===== config.mk =====
export PLATFORM = sky130hd
export DESIGN_NAME = jcpc_host
export DESIGN_NICKNAME = d
export VERILOG_FILES = /design/src/rtl/jcpc_host.v /design/src/rtl/jcpc_tck_gen.v
export VERILOG_INCLUDE_DIRS = /design/src /design/src/rtl
export SDC_FILE = /design/constraint.sdc
export NUM_CORES = 1
export LEC_CHECK = 0
export BUFFER_PORTS_ARGS = -buffer_cell sky130_fd_sc_hd__buf_2
export CELL_PAD_IN_SITES_DETAIL_PLACEMENT = 1
export CELL_PAD_IN_SITES_GLOBAL_PLACEMENT = 1
export CORE_MARGIN = 2
export CORE_UTILIZATION = 48
export DETAILED_ROUTE_END_ITERATION = 10
export PLACE_DENSITY_LB_ADDON = 0.1
export SYNTH_ARGS = -nofsm -noshare
export SYNTH_HDL_FRONTEND = slang
export SYNTH_SLANG_ARGS = --single-unit

===== constraint.sdc =====
create_clock -name mclk -period 7.4 [get_ports mclk]
set_input_delay 0.37 -clock mclk [delete_from_list [all_inputs] [get_ports mclk]]
set_output_delay 0.37 -clock mclk [all_outputs]
set_load 0.05 [all_outputs]

===== src/rtl/jcpc_defs.vh =====
// constants of the scan-port configuration host: register map, fields, timing
`ifndef JCPC_DEFS_VH
`define JCPC_DEFS_VH
// -------------------------------------------------------------
// register offsets (byte addresses, word aligned)
// -------------------------------------------------------------
`define JCPC_REG_CTRL 4'h0
`define JCPC_REG_STATUS 4'h4
`define JCPC_REG_SHIFT 4'h8
`define JCPC_REG_RESULT 4'hC
// -------------------------------------------------------------
// control fields
// -------------------------------------------------------------
`define JCPC_CTRL_CMD_LSB 0
`define JCPC_CTRL_CMD_MSB 2
`define JCPC_CTRL_LEN_LSB 8
`define JCPC_CTRL_LEN_MSB 13
`define JCPC_CTRL_GO 31
// command codes
`define JCPC_CMD_RESET 3'h0
`define JCPC_CMD_IR 3'h1
`define JCPC_CMD_DR 3'h2
`define JCPC_CMD_IDLE 3'h3
// -------------------------------------------------------------
// status fields
// -------------------------------------------------------------
`define JCPC_ST_BUSY 0
`define JCPC_ST_DONE_PIN 1
`define JCPC_ST_OK 2
`define JCPC_ST_FAIL 3
`define JCPC_ST_ORDER_ERR 4
// -------------------------------------------------------------
// instruction codes tracked for ordering (arbitrary values)
// -------------------------------------------------------------
`define JCPC_IR_DISENGAGE 10'h02_B0
`define JCPC_IR_CONFIG_IO 10'h00_D
`define JCPC_IR_ENGAGE 10'h02_B1
`define JCPC_IR_BYPASS 10'h03_FF
// -------------------------------------------------------------
// timing
// -------------------------------------------------------------
`define JCPC_TCK_HALF 8'h05
`define JCPC_INIT_CLOCKS 16'h00_C8
`define JCPC_RESET_VAL 32'h0000_0000
`endif


===== src/rtl/jcpc_host.v =====
// scan-port configuration host with Avalon-MM register slave
// -------------------------------------------------------------
// Functional notes
// - software bypasses all non-target devices first; host only shifts staged bits
// - host reads completion flag, high means success
// - host gives extra clocks after last bit
// - other instructions need disengage then io setup
// - host flags io setup sent without disengage; software issues both
// - host holds chain enable inputs low
// - chain enables grounded or configure in order
// - chain enable out left open or chained
// - scheme select driven, never floating
// - reconfiguration request held high
// -------------------------------------------------------------
`timescale 1ns/1ps
`default_nettype none
`include "jcpc_defs.vh"
module jcpc_host (
    input wire mclk, // 20 MHz system clock
    input wire sys_rst, // async reset, active high
    input wire [3:0] avs_address, // byte address
    input wire avs_read, // read strobe
    input wire avs_write, // write strobe
    input wire [31:0] avs_writedata, // write data
    output reg [31:0] avs_readdata, // read data
    output wire avs_waitrequest, // slave stall
    output wire tck, // test clock to chain
    output reg tms, // test mode select
    output reg tdi, // test data into chain
    input wire tdo, // test data from chain
    input wire config_complete, // completion flag pin of target
    output wire chain_enable_in_n, // chain enable of targets
    output wire [2:0] scheme_select, // scheme select straps
    output wire reconfig_request_n, // reconfiguration request
    output wire config_serial_clock, // unused serial clock, held low
    output wire chip_wide_clear_n, // chip clear, held inactive
    output wire chip_wide_output_enable // chip output enable, held high
);
    // -------------------------------------------------------------
    // state codes
    // -------------------------------------------------------------
    localparam S_IDLE = 3'h0; // waiting for go
    localparam S_HEAD = 3'h1; // walking tms header
    localparam S_SHIFT = 3'h2; // shifting bits
    localparam S_TAIL = 3'h3; // back to run-test/idle
    localparam S_INIT = 3'h4; // extra idle clocks
    // -------------------------------------------------------------
    // static board levels
    // -------------------------------------------------------------
    // chain enable out of each target is left open, never driven here
    assign chain_enable_in_n = 1'b0;
    assign scheme_select = 3'h0;
    assign reconfig_request_n = 1'b1;
    assign config_serial_clock = 1'b0; // driven, not floating
    assign chip_wide_clear_n = 1'b1;
    assign chip_wide_output_enable = 1'b1;
    // -------------------------------------------------------------
    // declarations
    // -------------------------------------------------------------
    reg [2:0] state; // sequencer state
    reg [2:0] cmd; // latched command
    reg [5:0] len; // bits minus one
    reg [5:0] bitn; // bit index in shift
    reg [3:0] hstep; // header/tail step
    reg [31:0] shreg; // outgoing / incoming word
    reg [31:0] result; // last captured word
    reg [15:0] initcnt; // init clocks left
    reg [9:0] last_ir; // last instruction shifted
    reg [9:0] ir_code; // instruction staged at go; shreg is overwritten by capture
    reg disengaged; // disengage sent, no engage or reset command since
    reg order_err; // sticky: io setup without disengage
    reg cfg_ok; // completion flag read high
    reg cfg_fail; // completion flag read low
    reg tdo_s1, tdo_s2; // tdo synchroniser
    reg done_s1, done_s2; // completion flag synchroniser
    wire rise, fall; // test clock edge pulses
    wire busy; // an operation is running
    wire go; // start request
    assign busy = (state != S_IDLE);
    assign go = avs_write & (avs_address == `JCPC_REG_CTRL) & avs_writedata[`JCPC_CTRL_GO];
    // writes during busy stall the bus; reads always pass
    assign avs_waitrequest = avs_write & busy;
    jcpc_tck_gen u_tck (
        .mclk(mclk),
        .sys_rst(sys_rst),
        .run(busy),
        .tck(tck),
        .rise(rise),
        .fall(fall)
    );
    // -------------------------------------------------------------
    // input synchronisers; first stage read only by the second
    // -------------------------------------------------------------
    always @(posedge mclk or posedge sys_rst) begin
        if (sys_rst) begin
            tdo_s1 <= 1'b0;
            tdo_s2 <= 1'b0;
            done_s1 <= 1'b0;
            done_s2 <= 1'b0;
        end else begin
            tdo_s1 <= tdo;
            tdo_s2 <= tdo_s1;
            done_s1 <= config_complete;
            done_s2 <= done_s1;
        end
    end
    // header tms pattern per command, from run-test/idle
    function hdr_tms;
        input [2:0] c;
        input [3:0] s;
        begin
            case (c)
                `JCPC_CMD_IR: hdr_tms = (s < 4'h2); // 1,1,0,0 -> shift-ir
                `JCPC_CMD_DR: hdr_tms = (s == 4'h0); // 1,0,0 -> shift-dr
                default: hdr_tms = (s < 4'h5); // reset: five ones, then idle
            endcase
        end
    endfunction
    function [3:0] hdr_len;
        input [2:0] c;
        begin
            case (c)
                `JCPC_CMD_IR: hdr_len = 4'h4;
                `JCPC_CMD_DR: hdr_len = 4'h3;
                default: hdr_len = 4'h6; // five ones then a zero
            endcase
        end
    endfunction
    // -------------------------------------------------------------
    // sequencer: tms/tdi change on falling tck so the chain samples
    // stable levels on rising tck; tdo captured on rising tck
    // -------------------------------------------------------------
    always @(posedge mclk or posedge sys_rst) begin
        if (sys_rst) begin
            state <= S_IDLE;
            cmd <= `JCPC_CMD_RESET;
            len <= 6'h00;
            bitn <= 6'h00;
            hstep <= 4'h0;
            shreg <= `JCPC_RESET_VAL;
            result <= `JCPC_RESET_VAL;
            initcnt <= 16'h0000;
            last_ir <= `JCPC_IR_BYPASS;
            ir_code <= `JCPC_IR_BYPASS;
            disengaged <= 1'b0;
            order_err <= 1'b0;
            cfg_ok <= 1'b0;
            cfg_fail <= 1'b0;
            tms <= 1'b1;
            tdi <= 1'b1;
        end else begin
            case (state)
                S_IDLE: begin
                    if (go) begin
                        cmd <= avs_writedata[`JCPC_CTRL_CMD_MSB:`JCPC_CTRL_CMD_LSB];
                        len <= avs_writedata[`JCPC_CTRL_LEN_MSB:`JCPC_CTRL_LEN_LSB];
                        hstep <= 4'h0;
                        bitn <= 6'h00;
                        initcnt <= `JCPC_INIT_CLOCKS;
                        ir_code <= shreg[9:0]; // kept for ordering checks
                        tms <= hdr_tms(avs_writedata[`JCPC_CTRL_CMD_MSB:`JCPC_CTRL_CMD_LSB], 4'h0);
                        state <= (avs_writedata[`JCPC_CTRL_CMD_MSB:`JCPC_CTRL_CMD_LSB]
                                  == `JCPC_CMD_IDLE) ? S_INIT : S_HEAD;
                        if (avs_writedata[`JCPC_CTRL_CMD_MSB:`JCPC_CTRL_CMD_LSB]
                            == `JCPC_CMD_IDLE) begin
                            tms <= 1'b0;
                            cfg_ok <= 1'b0;
                            cfg_fail <= 1'b0;
                        end
                    end else if (avs_write && avs_address == `JCPC_REG_SHIFT) begin
                        // staged bits, lsb first; software fills bypass codes of others
                        shreg <= avs_writedata;
                    end
                end
                S_HEAD: begin
                    if (fall) begin
                        if (hstep == hdr_len(cmd) - 4'h1) begin
                            if (cmd == `JCPC_CMD_RESET) begin
                                tms <= 1'b0;
                                disengaged <= 1'b0;
                                state <= S_IDLE;
                            end else begin
                                tms <= (len == 6'h00);
                                tdi <= shreg[0]; // first bit on falling edge
                                state <= S_SHIFT;
                            end
                        end else begin
                            hstep <= hstep + 4'h1;
                            tms <= hdr_tms(cmd, hstep + 4'h1);
                        end
                    end
                end
                S_SHIFT: begin
                    if (rise) begin
                        // bypassed bits arrive delayed; software pads by chain position
                        shreg <= {tdo_s2, shreg[31:1]};
                    end
                    if (fall) begin
                        if (bitn == len) begin
                            tms <= 1'b1; // update, then idle
                            hstep <= 4'h0;
                            state <= S_TAIL;
                        end else begin
                            bitn <= bitn + 6'h01;
                            tdi <= shreg[0];
                            tms <= (bitn + 6'h01 == len);
                        end
                    end
                end
                S_TAIL: begin
                    if (fall) begin
                        tms <= 1'b0; // exit1 -> update -> idle
                        if (hstep == 4'h1) begin
                            state <= S_IDLE;
                            result <= shreg;
                            if (cmd == `JCPC_CMD_IR) begin
                                last_ir <= ir_code;
                                if (ir_code == `JCPC_IR_DISENGAGE)
                                    disengaged <= 1'b1;
                                else if (ir_code == `JCPC_IR_ENGAGE)
                                    disengaged <= 1'b0;
                                else if (ir_code == `JCPC_IR_CONFIG_IO && !disengaged)
                                    order_err <= 1'b1;
                            end
                        end else begin
                            hstep <= hstep + 4'h1;
                        end
                    end
                end
                S_INIT: begin
                    if (fall) begin
                        if (initcnt == 16'h0001) begin
                            state <= S_IDLE;
                            cfg_ok <= done_s2;
                            cfg_fail <= ~done_s2;
                        end
                        initcnt <= initcnt - 16'h0001;
                    end
                end
                default: state <= S_IDLE;
            endcase
            // software clears order error by writing a one; set wins
            if (avs_write && !busy && avs_address == `JCPC_REG_STATUS
                && avs_writedata[`JCPC_ST_ORDER_ERR] && !(state == S_TAIL && fall))
                order_err <= 1'b0;
        end
    end
    // -------------------------------------------------------------
    // read mux, combinational so reads never wait
    // -------------------------------------------------------------
    always @* begin
        case (avs_address)
            `JCPC_REG_CTRL: avs_readdata = {16'h0000, 2'b00, len, 5'h00, cmd};
            `JCPC_REG_STATUS: avs_readdata = {22'h00_0000, last_ir[4:0], order_err,
                                              cfg_fail, cfg_ok, done_s2, busy};
            `JCPC_REG_SHIFT: avs_readdata = shreg;
            `JCPC_REG_RESULT: avs_readdata = result;
            default: avs_readdata = 32'h0000_0000;
        endcase
    end
endmodule // jcpc_host
`default_nettype wire


===== src/rtl/jcpc_tck_gen.v =====
// test clock divider: one pulse per rising and per falling test clock edge
`timescale 1ns/1ps
`default_nettype none
`include "jcpc_defs.vh"
module jcpc_tck_gen (
    input wire mclk, // system clock
    input wire sys_rst, // async reset, active high
    input wire run, // let the test clock toggle
    output reg tck, // test clock out
    output wire rise, // pulse: tck goes high on this edge
    output wire fall // pulse: tck goes low on this edge
);
    reg [7:0] div; // half period counter
    wire wrap; // half period elapsed
    assign wrap = (div == `JCPC_TCK_HALF - 8'h01);
    assign rise = run & wrap & ~tck;
    assign fall = run & wrap & tck;
    // -------------------------------------------------------------
    // divider; tck parks low so the far side sees no stray edges
    // -------------------------------------------------------------
    always @(posedge mclk or posedge sys_rst) begin
        if (sys_rst) begin
            div <= 8'h00;
            tck <= 1'b0;
        end else if (!run) begin
            div <= 8'h00; // restart cleanly on the next operation
            tck <= 1'b0;
        end else if (wrap) begin
            div <= 8'h00;
            tck <= ~tck;
        end else begin
            div <= div + 8'h01;
        end
    end
endmodule // jcpc_tck_gen
`default_nettype wire


; ---- Word level (Yosys, flattened, before mapping)
; Cells that the tools add are included.
[op_classes]
n_addsub = 5
n_reduce_logical = 39
order_cmp = 2
muxes = 80
n_eq_ne = 42
n_bitwise = 8
[op_table]
columns = operator, count
row1 = 32-bit one-hot mux with 4 select lines, 1
row2 = 32-bit two-way mux, 3
row3 = 32-bit one-hot mux with 2 select lines, 1
row4 = 2-bit inequality test (second input constant), 19
row5 = 1-bit two-way mux, 37
row6 = 4-bit two-way mux, 9
row7 = 16-bit two-way mux, 2
row8 = 16-bit one-hot mux with 2 select lines, 1
row9 = 3-bit two-way mux, 10
row10 = 10-bit == test (second input constant), 2
row11 = 6-bit two-way mux, 3
row12 = 2-bit nonzero test, 9
row13 = 16-bit by 1-bit == test with 1-bit output (second input constant), 1
row14 = 8-bit two-way mux, 2
row15 = 4-bit one-hot mux with 4 select lines, 1
row16 = 8-bit AND reduction, 2
row17 = 16-bit by 1-bit subtractor with 16-bit output (second input constant), 1
row18 = 3-bit one-hot mux with 5 select lines, 1
row19 = 3-bit by 2-bit == test with 1-bit output (second input constant), 4
row20 = 6-bit == test, 2
row21 = 6-bit one-hot mux with 2 select lines, 1
row22 = 4-bit AND reduction, 3
row23 = 10-bit by 4-bit == test with 1-bit output (second input constant), 1
row24 = 1-bit one-hot mux with 2 select lines, 5
row25 = other kinds (33), 55
[word_totals]
register_bits = 136
out_inout_bits = 44
word_cells = 198

; ---- Depth between registers and ports, before layout
; Gate-level depths: netlist (run 1).
[logic_depth]
depth_word = 10
ltp_mapped = 11
mapped_depth_nobuf = 10

; ---- Cells and area by module
; Synthesis (run 1) repeated with hierarchy kept, for this count alone.
[unflattened]
cells_unflattened = 690
area_unflattened_um2 = 6980.4
[by_module_without_submodules]
columns = module, area_each_um2, cells_each, instances
row1 = jcpc_host, 6518.8, 641, 1
row2 = jcpc_tck_gen, 461.7, 49, 1

; ---- Worst setup path after synthesis (run 1)
; OpenSTA, ideal clock, no wires.
[synth_timing]
path_kind = flip-flop to flip-flop
from = register initcnt[6]
to = register state[0]
arrival_time_ps = 2714
setup_ps = 125
stages_incl_launch_ff = 8
slack_ps = 4561
period_less_slack_ps = 2839
required_ps = 7275
cell_sequence = dfrtp_1 nor4_2 or4b_1 buf_2 or4_4 and2_0 or4_4 mux2_4
[synth_via]
elab_chain_len = 3
[synth_rtl]
columns = item, line_no
row1 = start: declaration, jcpc_host.v:67  ; reg [15:0] initcnt;
row2 = start signal: assignment, jcpc_host.v:159  ; initcnt <= `JCPC_INIT_CLOCKS;
row3 = start signal: assignment, jcpc_host.v:237  ; initcnt <= initcnt - 16'h0001;
row4 = 16-bit by 1-bit == test with 1-bit output, jcpc_host.v:232  ; if (initcnt == 16'h0001) begin
row5 = 2-bit inequality test (no source line), --
row6 = 9-bit AND reduction (no source line), --
row7 = end signal: assignment, jcpc_host.v:162  ; state <= (avs_writedata[`JCPC_CTRL_CMD_MSB:`JCPC_CTRL_CMD_LSB]
row8 = end: declaration, jcpc_host.v:60  ; reg [2:0] state;
; Every way passes these cells.
; A chain may end at the register's enable or synchronous reset.

; ---- Worst setup path in the final report (run 1)
[layout_timing]
from = register u_tck.div[0]
to = register last_ir[3]
[layout_via]
elab_chain_len = 4
[layout_rtl]
columns = item, line_no
row1 = start: declaration, jcpc_tck_gen.v:13  ; reg [7:0] div;
row2 = start signal: assignment, jcpc_tck_gen.v:32  ; div <= div + 8'h01;
row3 = 8-bit by 3-bit == test with 1-bit output, jcpc_tck_gen.v:15  ; assign wrap = (div == `JCPC_TCK_HALF - 8'h01);
row4 = 1-bit bitwise AND (2 in a row), jcpc_tck_gen.v:17  ; assign fall = run & wrap & tck;
row5 = 4-bit AND reduction (no source line), --
row6 = end signal: assignment, jcpc_host.v:143  ; last_ir <= `JCPC_IR_BYPASS;
row7 = end signal: assignment, jcpc_host.v:217  ; last_ir <= ir_code;
row8 = end: declaration, jcpc_host.v:68  ; reg [9:0] last_ir;
; Every way passes these cells.

==> results of run 1 <==
[Yosys cell counts, types with 3 or more instances]
cell      number
a2111o_1       3
a21oi_1       12
a222oi_1       6
a22o_1        20
a22oi_1       10
a31oi_1       33
and3_1         6
buf_1          6
buf_4          8
clkbuf_1      40
dfrtp_1      119
dfstp_2       17
ha_1          12
inv_1         18
mux2_2         9
nand2_1      250
nand2b_1       5
nand3_1       16
nand3b_1       4
nand4_1        6
nor2_1        64
nor3_1         7
nor3b_1        9
nor4_1         4
nor4b_1        4
o21ai_0       25
o31ai_1        3
or2_2          5
or3_1          9
xnor2_1        8
xor2_1        20
[through the flow]
step	hold WS, ns	cells
finish	0.0271	1051
global route	0.0346	1051
CTS	0.0399	1051
detailed placement	0.349	1020
global placement	0.332	1020
floorplan	0.331	805
[metal layers]
layer  wire length [um]  track usage  vias to the layer above
li1                   -            -                     2826
met1               9090        0.350                     3160
met2              10100        0.465                      129
met3                768       0.0554                       33
met4                365       0.0714                        2
met5                 13            0                        -
[layout make-up]
cell class                      instances  share of cell area
Clock buffer                           23              0.0584
Clock inverter                          8             0.00624
Inverter                               18             0.00905
Multi-Input combinational cell        596               0.414
Sequential cell                       136               0.427
Tap cell                              184              0.0287
Timing Repair Buffer                   86              0.0568
[worst max-delay path: cells and delay by family, from the launching register on]
family	cells	cell delay (ns)
flops	1	0.43
buf+inv	2	0.36
simple gates	4	1.85
fa+ha+maj	1	0.13
mux	1	0.40
[worst min-delay path by stage]
stage	from	to	slack, ns
after floorplan	done_s1$_DFF_PP0_	done_s2$_DFF_PP0_	0.33
after global placement	done_s1$_DFF_PP0_	done_s2$_DFF_PP0_	0.33
after detailed placement	done_s1$_DFF_PP0_	done_s2$_DFF_PP0_	0.35
after CTS	config_complete	done_s1$_DFF_PP0_	0.04
after global routing	config_complete	done_s1$_DFF_PP0_	0.03
final	sys_rst	initcnt[8]$_DFFE_PP0P_	0.03
[power groups by stage]
| stage | registers [mW] | clock network [mW] | logic, mW |
|---|---|---|---|
| floorplan | 1.10 | 0 | 0.553 |
| global placement | 1.15 | 0 | 0.683 |
| detailed placement | 1.17 | 0 | 0.717 |
| CTS | 1.16 | 0.769 | 0.725 |
| global route | 1.19 | 0.803 | 0.802 |
| finish | 1.17 | 0.762 | 0.721 |
[kinds of logic after synthesis]
group           after synthesis
simple gates                408
flops                       136
compound gates              129
buf+inv                      73
xor+xnor                     28
fa+ha+maj                    12
mux                          11
other cells                   2
[sequential cells by signal (all words and copies together), names as in the netlist, 5 cells and up]
name and flops:
u_tck.div 8, ir_code 10, result 32, last_ir 5
len 6, bitn 6, shreg 32, initcnt 16
==> results.py, run 1 <==
metrics = {
    "status": {
        "status": "finished, final reports clean",
    },
    "power": {
        "switching_share": 0.380,
        "netSwitchingPower_mw": 1.01,
        "p_int_mw": 1.64,
        "power.share.sequential": 0.440,
        "p_leak_nw": 3.99,
        "p_per_area_mw_per_mm2": 330,
        "comb_power_share": 0.272,
        "ir_worst_vdd_mv": 0.186,
        "p_total_mw": 2.65,
        "p_clk_frac": 0.288,
    },
    "sta": {
        "setup_viol": 0,
        "tightestPinTransition_ns": 1.06,
        "relSlewSlack": 0.292,
        "tns_ns": 0,
        "timing.final.ws_setup_ns": 4.13,
        "finalHoldViolCount": 0,
        "rsz0062_at_grt": "false",
        "slew_violations": 0,
        "min_period_ns": 3.27,
        "min_period_over_period": 0.442,
        "max_freq_ghz": 0.306,
        "finClkSkew_ns": 0.00843,
    },
    "place": {
        "port_buffers": 76,
        "dp_hpwl_um": 13100,
        "gp_congestion": 0.864,
        "place_area_mm2": 0.00750,
        "dp_slack_ns": 4.15,
    },
    "yosys": {
        "synth_area_mm2": 0.00698,
        "synth_top_cells_by_area": "dfrtp_1 43%, nand2_1 13%, dfstp_2 6.4%, nor2_1 3.4%, a31oi_1 3.0%",
        "synth_top_family_by_area": "simple AND/OR/NAND/NOR gates",
        "synth-seq-cells": 136,
        "synth_top_cell_by_area": "dfrtp_1",
        "synth_fa_ha_area_frac": 0.0215,
        "synth_xor_area_frac": 0.0351,
        "synthMuxAreaShare": 0.0181,
        "yosys_warnings": 0,
        "synthArstFlopShare": 1.00,
        "yosysTopAreaCellShare": 0.427,
        "seq_area_frac_synth": 0.491,
        "avgSynthCellArea_um2": 8.73,
        "synth_compound_area_frac": 0.131,
        "yosys.area_share.simple": 0.259,
        "synth_cells": 799,
        "ys_types": 63,
        "synth_ff_type": "dfrtp_1",
        "synth_edf_count": 0,
    },
    "hold_path": {
        "hold_path_class": "in2async",
    },
    "cts": {
        "clkTransAtPathRegs_ns": 0.06,
        "clock_latency_ns": 0.42,
        "postCtsHoldBufs": 0,
        "cts_buffer_depth": 2,
        "htreeDepth": 4,
        "postCtsSetupBuffers": 0,
        "root_buffer": "clkbuf_16",
        "cts_resized": 0,
        "numCtsBuffers": 17,
        "cts_tree": "yes",
        "clock-sinks": 136,
    },
    "finish": {
        "synthToLayoutAreaGrowth_pct": 14.9,
        "num-fill-cells": 1713,
        "layout_common_cells": "250 x nand2_1, 119 x dfrtp_1, 76 x buf_2, 64 x nor2_1, 33 x a31oi_1",
        "final_core_util": 0.558,
        "multiInputGateArea_mm2": 0.00332,
        "layout.nets": 909,
        "layout_commonest_cell": "nand2_1",
        "seq_area_mm2": 0.00342,
        "final_area_mm2": 0.00802,
        "n_antenna_cell": 0,
        "post_route_cells_drive_above_1_share": 0.186,
    },
    "floorplan": {
        "start_util": 0.486,
        "ios": 86,
        "die_x_um": 125,
        "row_count": 44,
        "die_y_um": 125,
        "core_area_mm2": 0.0144,
        "dieArea_mm2": 0.0155,
    },
    "critical_path": {
        "critical_path.max_fanout": 33,
        "arrival_ns": 3.61,
        "cp-endpoint": "last_ir[3]$_DFFE_PP1P_",
        "endpoint_kind": "flop",
        "path_cells": "inv_1, ha_1, nor4b_1, nand4_1, or3_1, buf_4, nor2_1, mux2_2",
        "startpoint": "u_tck.div[0]$_DFF_PP0_",
        "r2r_cells": 8,
        "worstReg2RegEnd": "last_ir[3]$_DFFE_PP1P_",
        "slowest_stage": "nor4b_1",
        "cp_data_required_time_ns": 7.75,
        "critical_path_class": "reg2reg",
        "r2r-start": "u_tck.div[0]$_DFF_PP0_",
        "r2r_slack_ns": 4.13,
        "max_stage_delay_ns": 0.57,
        "cp-start-kind": "flop",
    },
    "drt": {
        "drt_iter0_markers": 441,
        "post_drt_wl_per_cell_um": 19.4,
        "routed_wl_um": 20400,
        "drc": 0,
        "vias": 6150,
        "vias_per_cell": 5.85,
        "antenna_left": 0,
        "dr.pass1.iters": 5,
    },
    "job": {
        "maxCapViolations": 0,
    },
    "global_route": {
        "grt-ovfl-total": 0,
        "antenna_found_initial": 1,
        "grt_max_degree": 72,
        "grt_pass1_wl_um": 33600,
        "grt_pass1_vias": 6486,
        "grt_use_total": 0.271,
    },
}
Note: power is estimated with default switching activity, not from simulation.
==> run 2: changes to the inputs <==
--- a/config.mk
+++ b/config.mk
@@ -10,7 +10,7 @@
 export CELL_PAD_IN_SITES_DETAIL_PLACEMENT = 1
 export CELL_PAD_IN_SITES_GLOBAL_PLACEMENT = 1
 export CORE_MARGIN = 2
-export CORE_UTILIZATION = 48
+export CORE_UTILIZATION = 44
 export DETAILED_ROUTE_END_ITERATION = 10
 export PLACE_DENSITY_LB_ADDON = 0.1
 export SYNTH_ARGS = -nofsm -noshare
==> constraint.sdc (replaced) <==
create_clock -name mclk -period 3.3 [get_ports mclk]
set_input_delay 0.165 -clock mclk [delete_from_list [all_inputs] [get_ports mclk]]
set_output_delay 0.165 -clock mclk [all_outputs]
set_load 0.05 [all_outputs]
==> results.py, run 2 (synthesis results as in run 1) <==
metrics = {
    "drt": {
        "met3WireLength_um": 981,
        "drc": 0,
        "highest_layer": "met4",
        "post_drt_wl_per_cell_um": 19.1,
        "vias": 6253,
        "dr.pass1.iters": 5,
        "vias_per_cell": 5.56,
        "drt-met1-wl_um": 9650,
        "wl_met2_um": 10500,
        "routed_wl_um": 21400,
        "antenna_left": 0,
        "drt_iter0_markers": 373,
    },
    "power": {
        "p_per_area_mw_per_mm2": 734,
        "ir_worst_vdd_mv": 0.448,
        "p_leak_nw": 4.19,
    },
    "cts": {
        "clkTransAtPathRegs_ns": 0.06,
        "cts_tree": "yes",
        "numCtsBuffers": 17,
        "clock_latency_ns": 0.43,
        "cts_buffer_depth": 2,
        "clock-sinks": 136,
        "postCtsSetupBuffers": 0,
        "htreeDepth": 4,
        "root_buffer": "clkbuf_16",
    },
    "critical_path": {
        "path_cells": "nor4_2, or4b_1, or4_4, and2_0, or4_4, mux2_4",
        "path_buf_inv": 0,
        "critical_path.max_fanout": 7,
        "cp_common_cell": "or4_4",
        "slowest_stage": "or4b_1",
        "crit_family": "simple AND/OR/NAND/NOR gates",
        "arrival_ns": 3.37,
        "cp-start-kind": "flop",
        "cp_data_required_time_ns": 3.61,
        "critical_path_class": "reg2reg",
        "endpoint_kind": "flop",
        "max_stage_delay_ns": 0.60,
    },
    "sta": {
        "rsz0062_at_grt": "false",
        "timing.final.ws_setup_ns": 0.241,
        "relSlewSlack": 0.432,
        "min_period_over_period": 0.927,
        "finClkSkew_ns": 0.00862,
        "finalHoldViolCount": 0,
        "tns_ns": 0,
        "max_freq_ghz": 0.327,
        "setup_viol": 0,
        "tightestPinTransition_ns": 0.851,
        "min_period_ns": 3.06,
        "slew_violations": 0,
    },
    "floorplan": {
        "start_util": 0.444,
        "row_count": 46,
        "die_y_um": 130,
        "ios": 86,
        "dieArea_mm2": 0.0169,
        "die_x_um": 130,
        "core_area_mm2": 0.0157,
    },
    "finish": {
        "layout_common_cells": "250 x nand2_1, 119 x dfrtp_1, 76 x buf_2, 64 x nor2_1, 33 x a31oi_1",
        "num-fill-cells": 1861,
        "top_regs": "result (32), shreg (32), initcnt (16)",
        "layout_commonest_cell": "nand2_1",
        "layout.nets": 949,
        "synthToLayoutAreaGrowth_pct": 22.4,
        "n_antenna_cell": 0,
        "post_route_cells_drive_above_1_share": 0.194,
        "final_core_util": 0.544,
    },
    "hold_path": {
        "hold_path_class": "in2reg",
    },
    "place": {
        "dp_hpwl_um": 14000,
        "gp_congestion": 0.804,
        "dp_slack_ns": 0.266,
        "port_buffers": 76,
    },
    "job": {
        "maxCapViolations": 0,
    },
    "global_route": {
        "antenna_found_initial": 0,
        "grt_use_total": 0.265,
        "grt_pass1_wl_um": 34700,
        "grt_pass1_vias": 6623,
        "grt_max_degree": 45,
        "grt-ovfl-total": 0,
    },
    "status": {
        "status": "finished, final reports clean",
    },
}
## run 2: cell count changes in the layout (fill, tap and decap cells not counted), sizes merged, moves of 3 or more
cell	previous run	this run
clkbuf	23	18
clkinvlp	1	4
buf	86	97
dlygate4sd3	0	29
bufinv	0	3
## run 2: report_power, final
part	total [mW]	switching, mW	internal [mW]
sequential	2.59	0.510	2.08
clock	1.97	0.773	1.19
combinational	1.71	1.05	0.656
total	6.27	2.33	3.93
## run 2: final cells by class
| cell class | instances | area [um^2] | share of cell area |
|---|---|---|---|
| flip-flops and latches | 136 | 3420 | 0.401 |
| multi-input cells | 596 | 3320 | 0.388 |
| repair buffers | 126 | 853 | 0.0999 |
| clock buffers | 18 | 429 | 0.0502 |
| well taps | 216 | 270 | 0.0316 |
| clock inverters | 14 | 175 | 0.0205 |
| inverters | 18 | 71.3 | 0.00835 |
## run 2: worst register-to-register path, delay by kind of cell, from the launching register on
| kind | cells | cell delay (ns) |
|---|---|---|
| AND/OR/NAND/NOR | 5 | 2.21 |
| flip-flops | 1 | 0.42 |
| multiplexers | 1 | 0.31 |
## run 2: per-stage QoR
stage	total power [mW]	cell area, um^2	hold WS (ns)	cells
final	6.27	8540	0.00918	1124
after floorplan	3.71	7010	0.196	805
after global placement	4.16	7650	0.275	1063
after detailed placement	4.26	7650	0.276	1063
after CTS	6.29	8540	0.00243	1124
after global routing	6.60	8540	0.00783	1124
## run 2: worst paths after layout
check                                       startpoint                     end  slack [ns]  cells after the start
worst max-delay path            initcnt[6]$_DFFE_PP0P_    state[0]$_DFFE_PP0P_        0.24                      6
worst max register to register  initcnt[6]$_DFFE_PP0P_    state[0]$_DFFE_PP0P_        0.24                      6
worst min-delay path                 avs_writedata[20]   shreg[20]$_DFFE_PP0P_       0.009                      3
worst min register to register        tdo_s1$_DFF_PP0_        tdo_s2$_DFF_PP0_        0.36                      0
min in group asynchronous                      sys_rst   result[3]$_DFFE_PP0P_        0.46                      3
max in group asynchronous                      sys_rst  last_ir[1]$_DFFE_PP1P_        2.00                      4
## run 2: routing by layer
layer / GRT usage / vias to the layer above
li1: - / 2902
met5: 0 / -
met1: 0.354 / 3177
met4: 0.0772 / 0
met2: 0.438 / 151
met3: 0.0537 / 23
## run 2: repair_timing
item | 4_1_cts | 5_1_grt
hold buffers | 29 | 0
gates resized for setup | 0 | 0
setup endpoints to repair | 0 | 0
hold endpoints to repair | 53 | 0
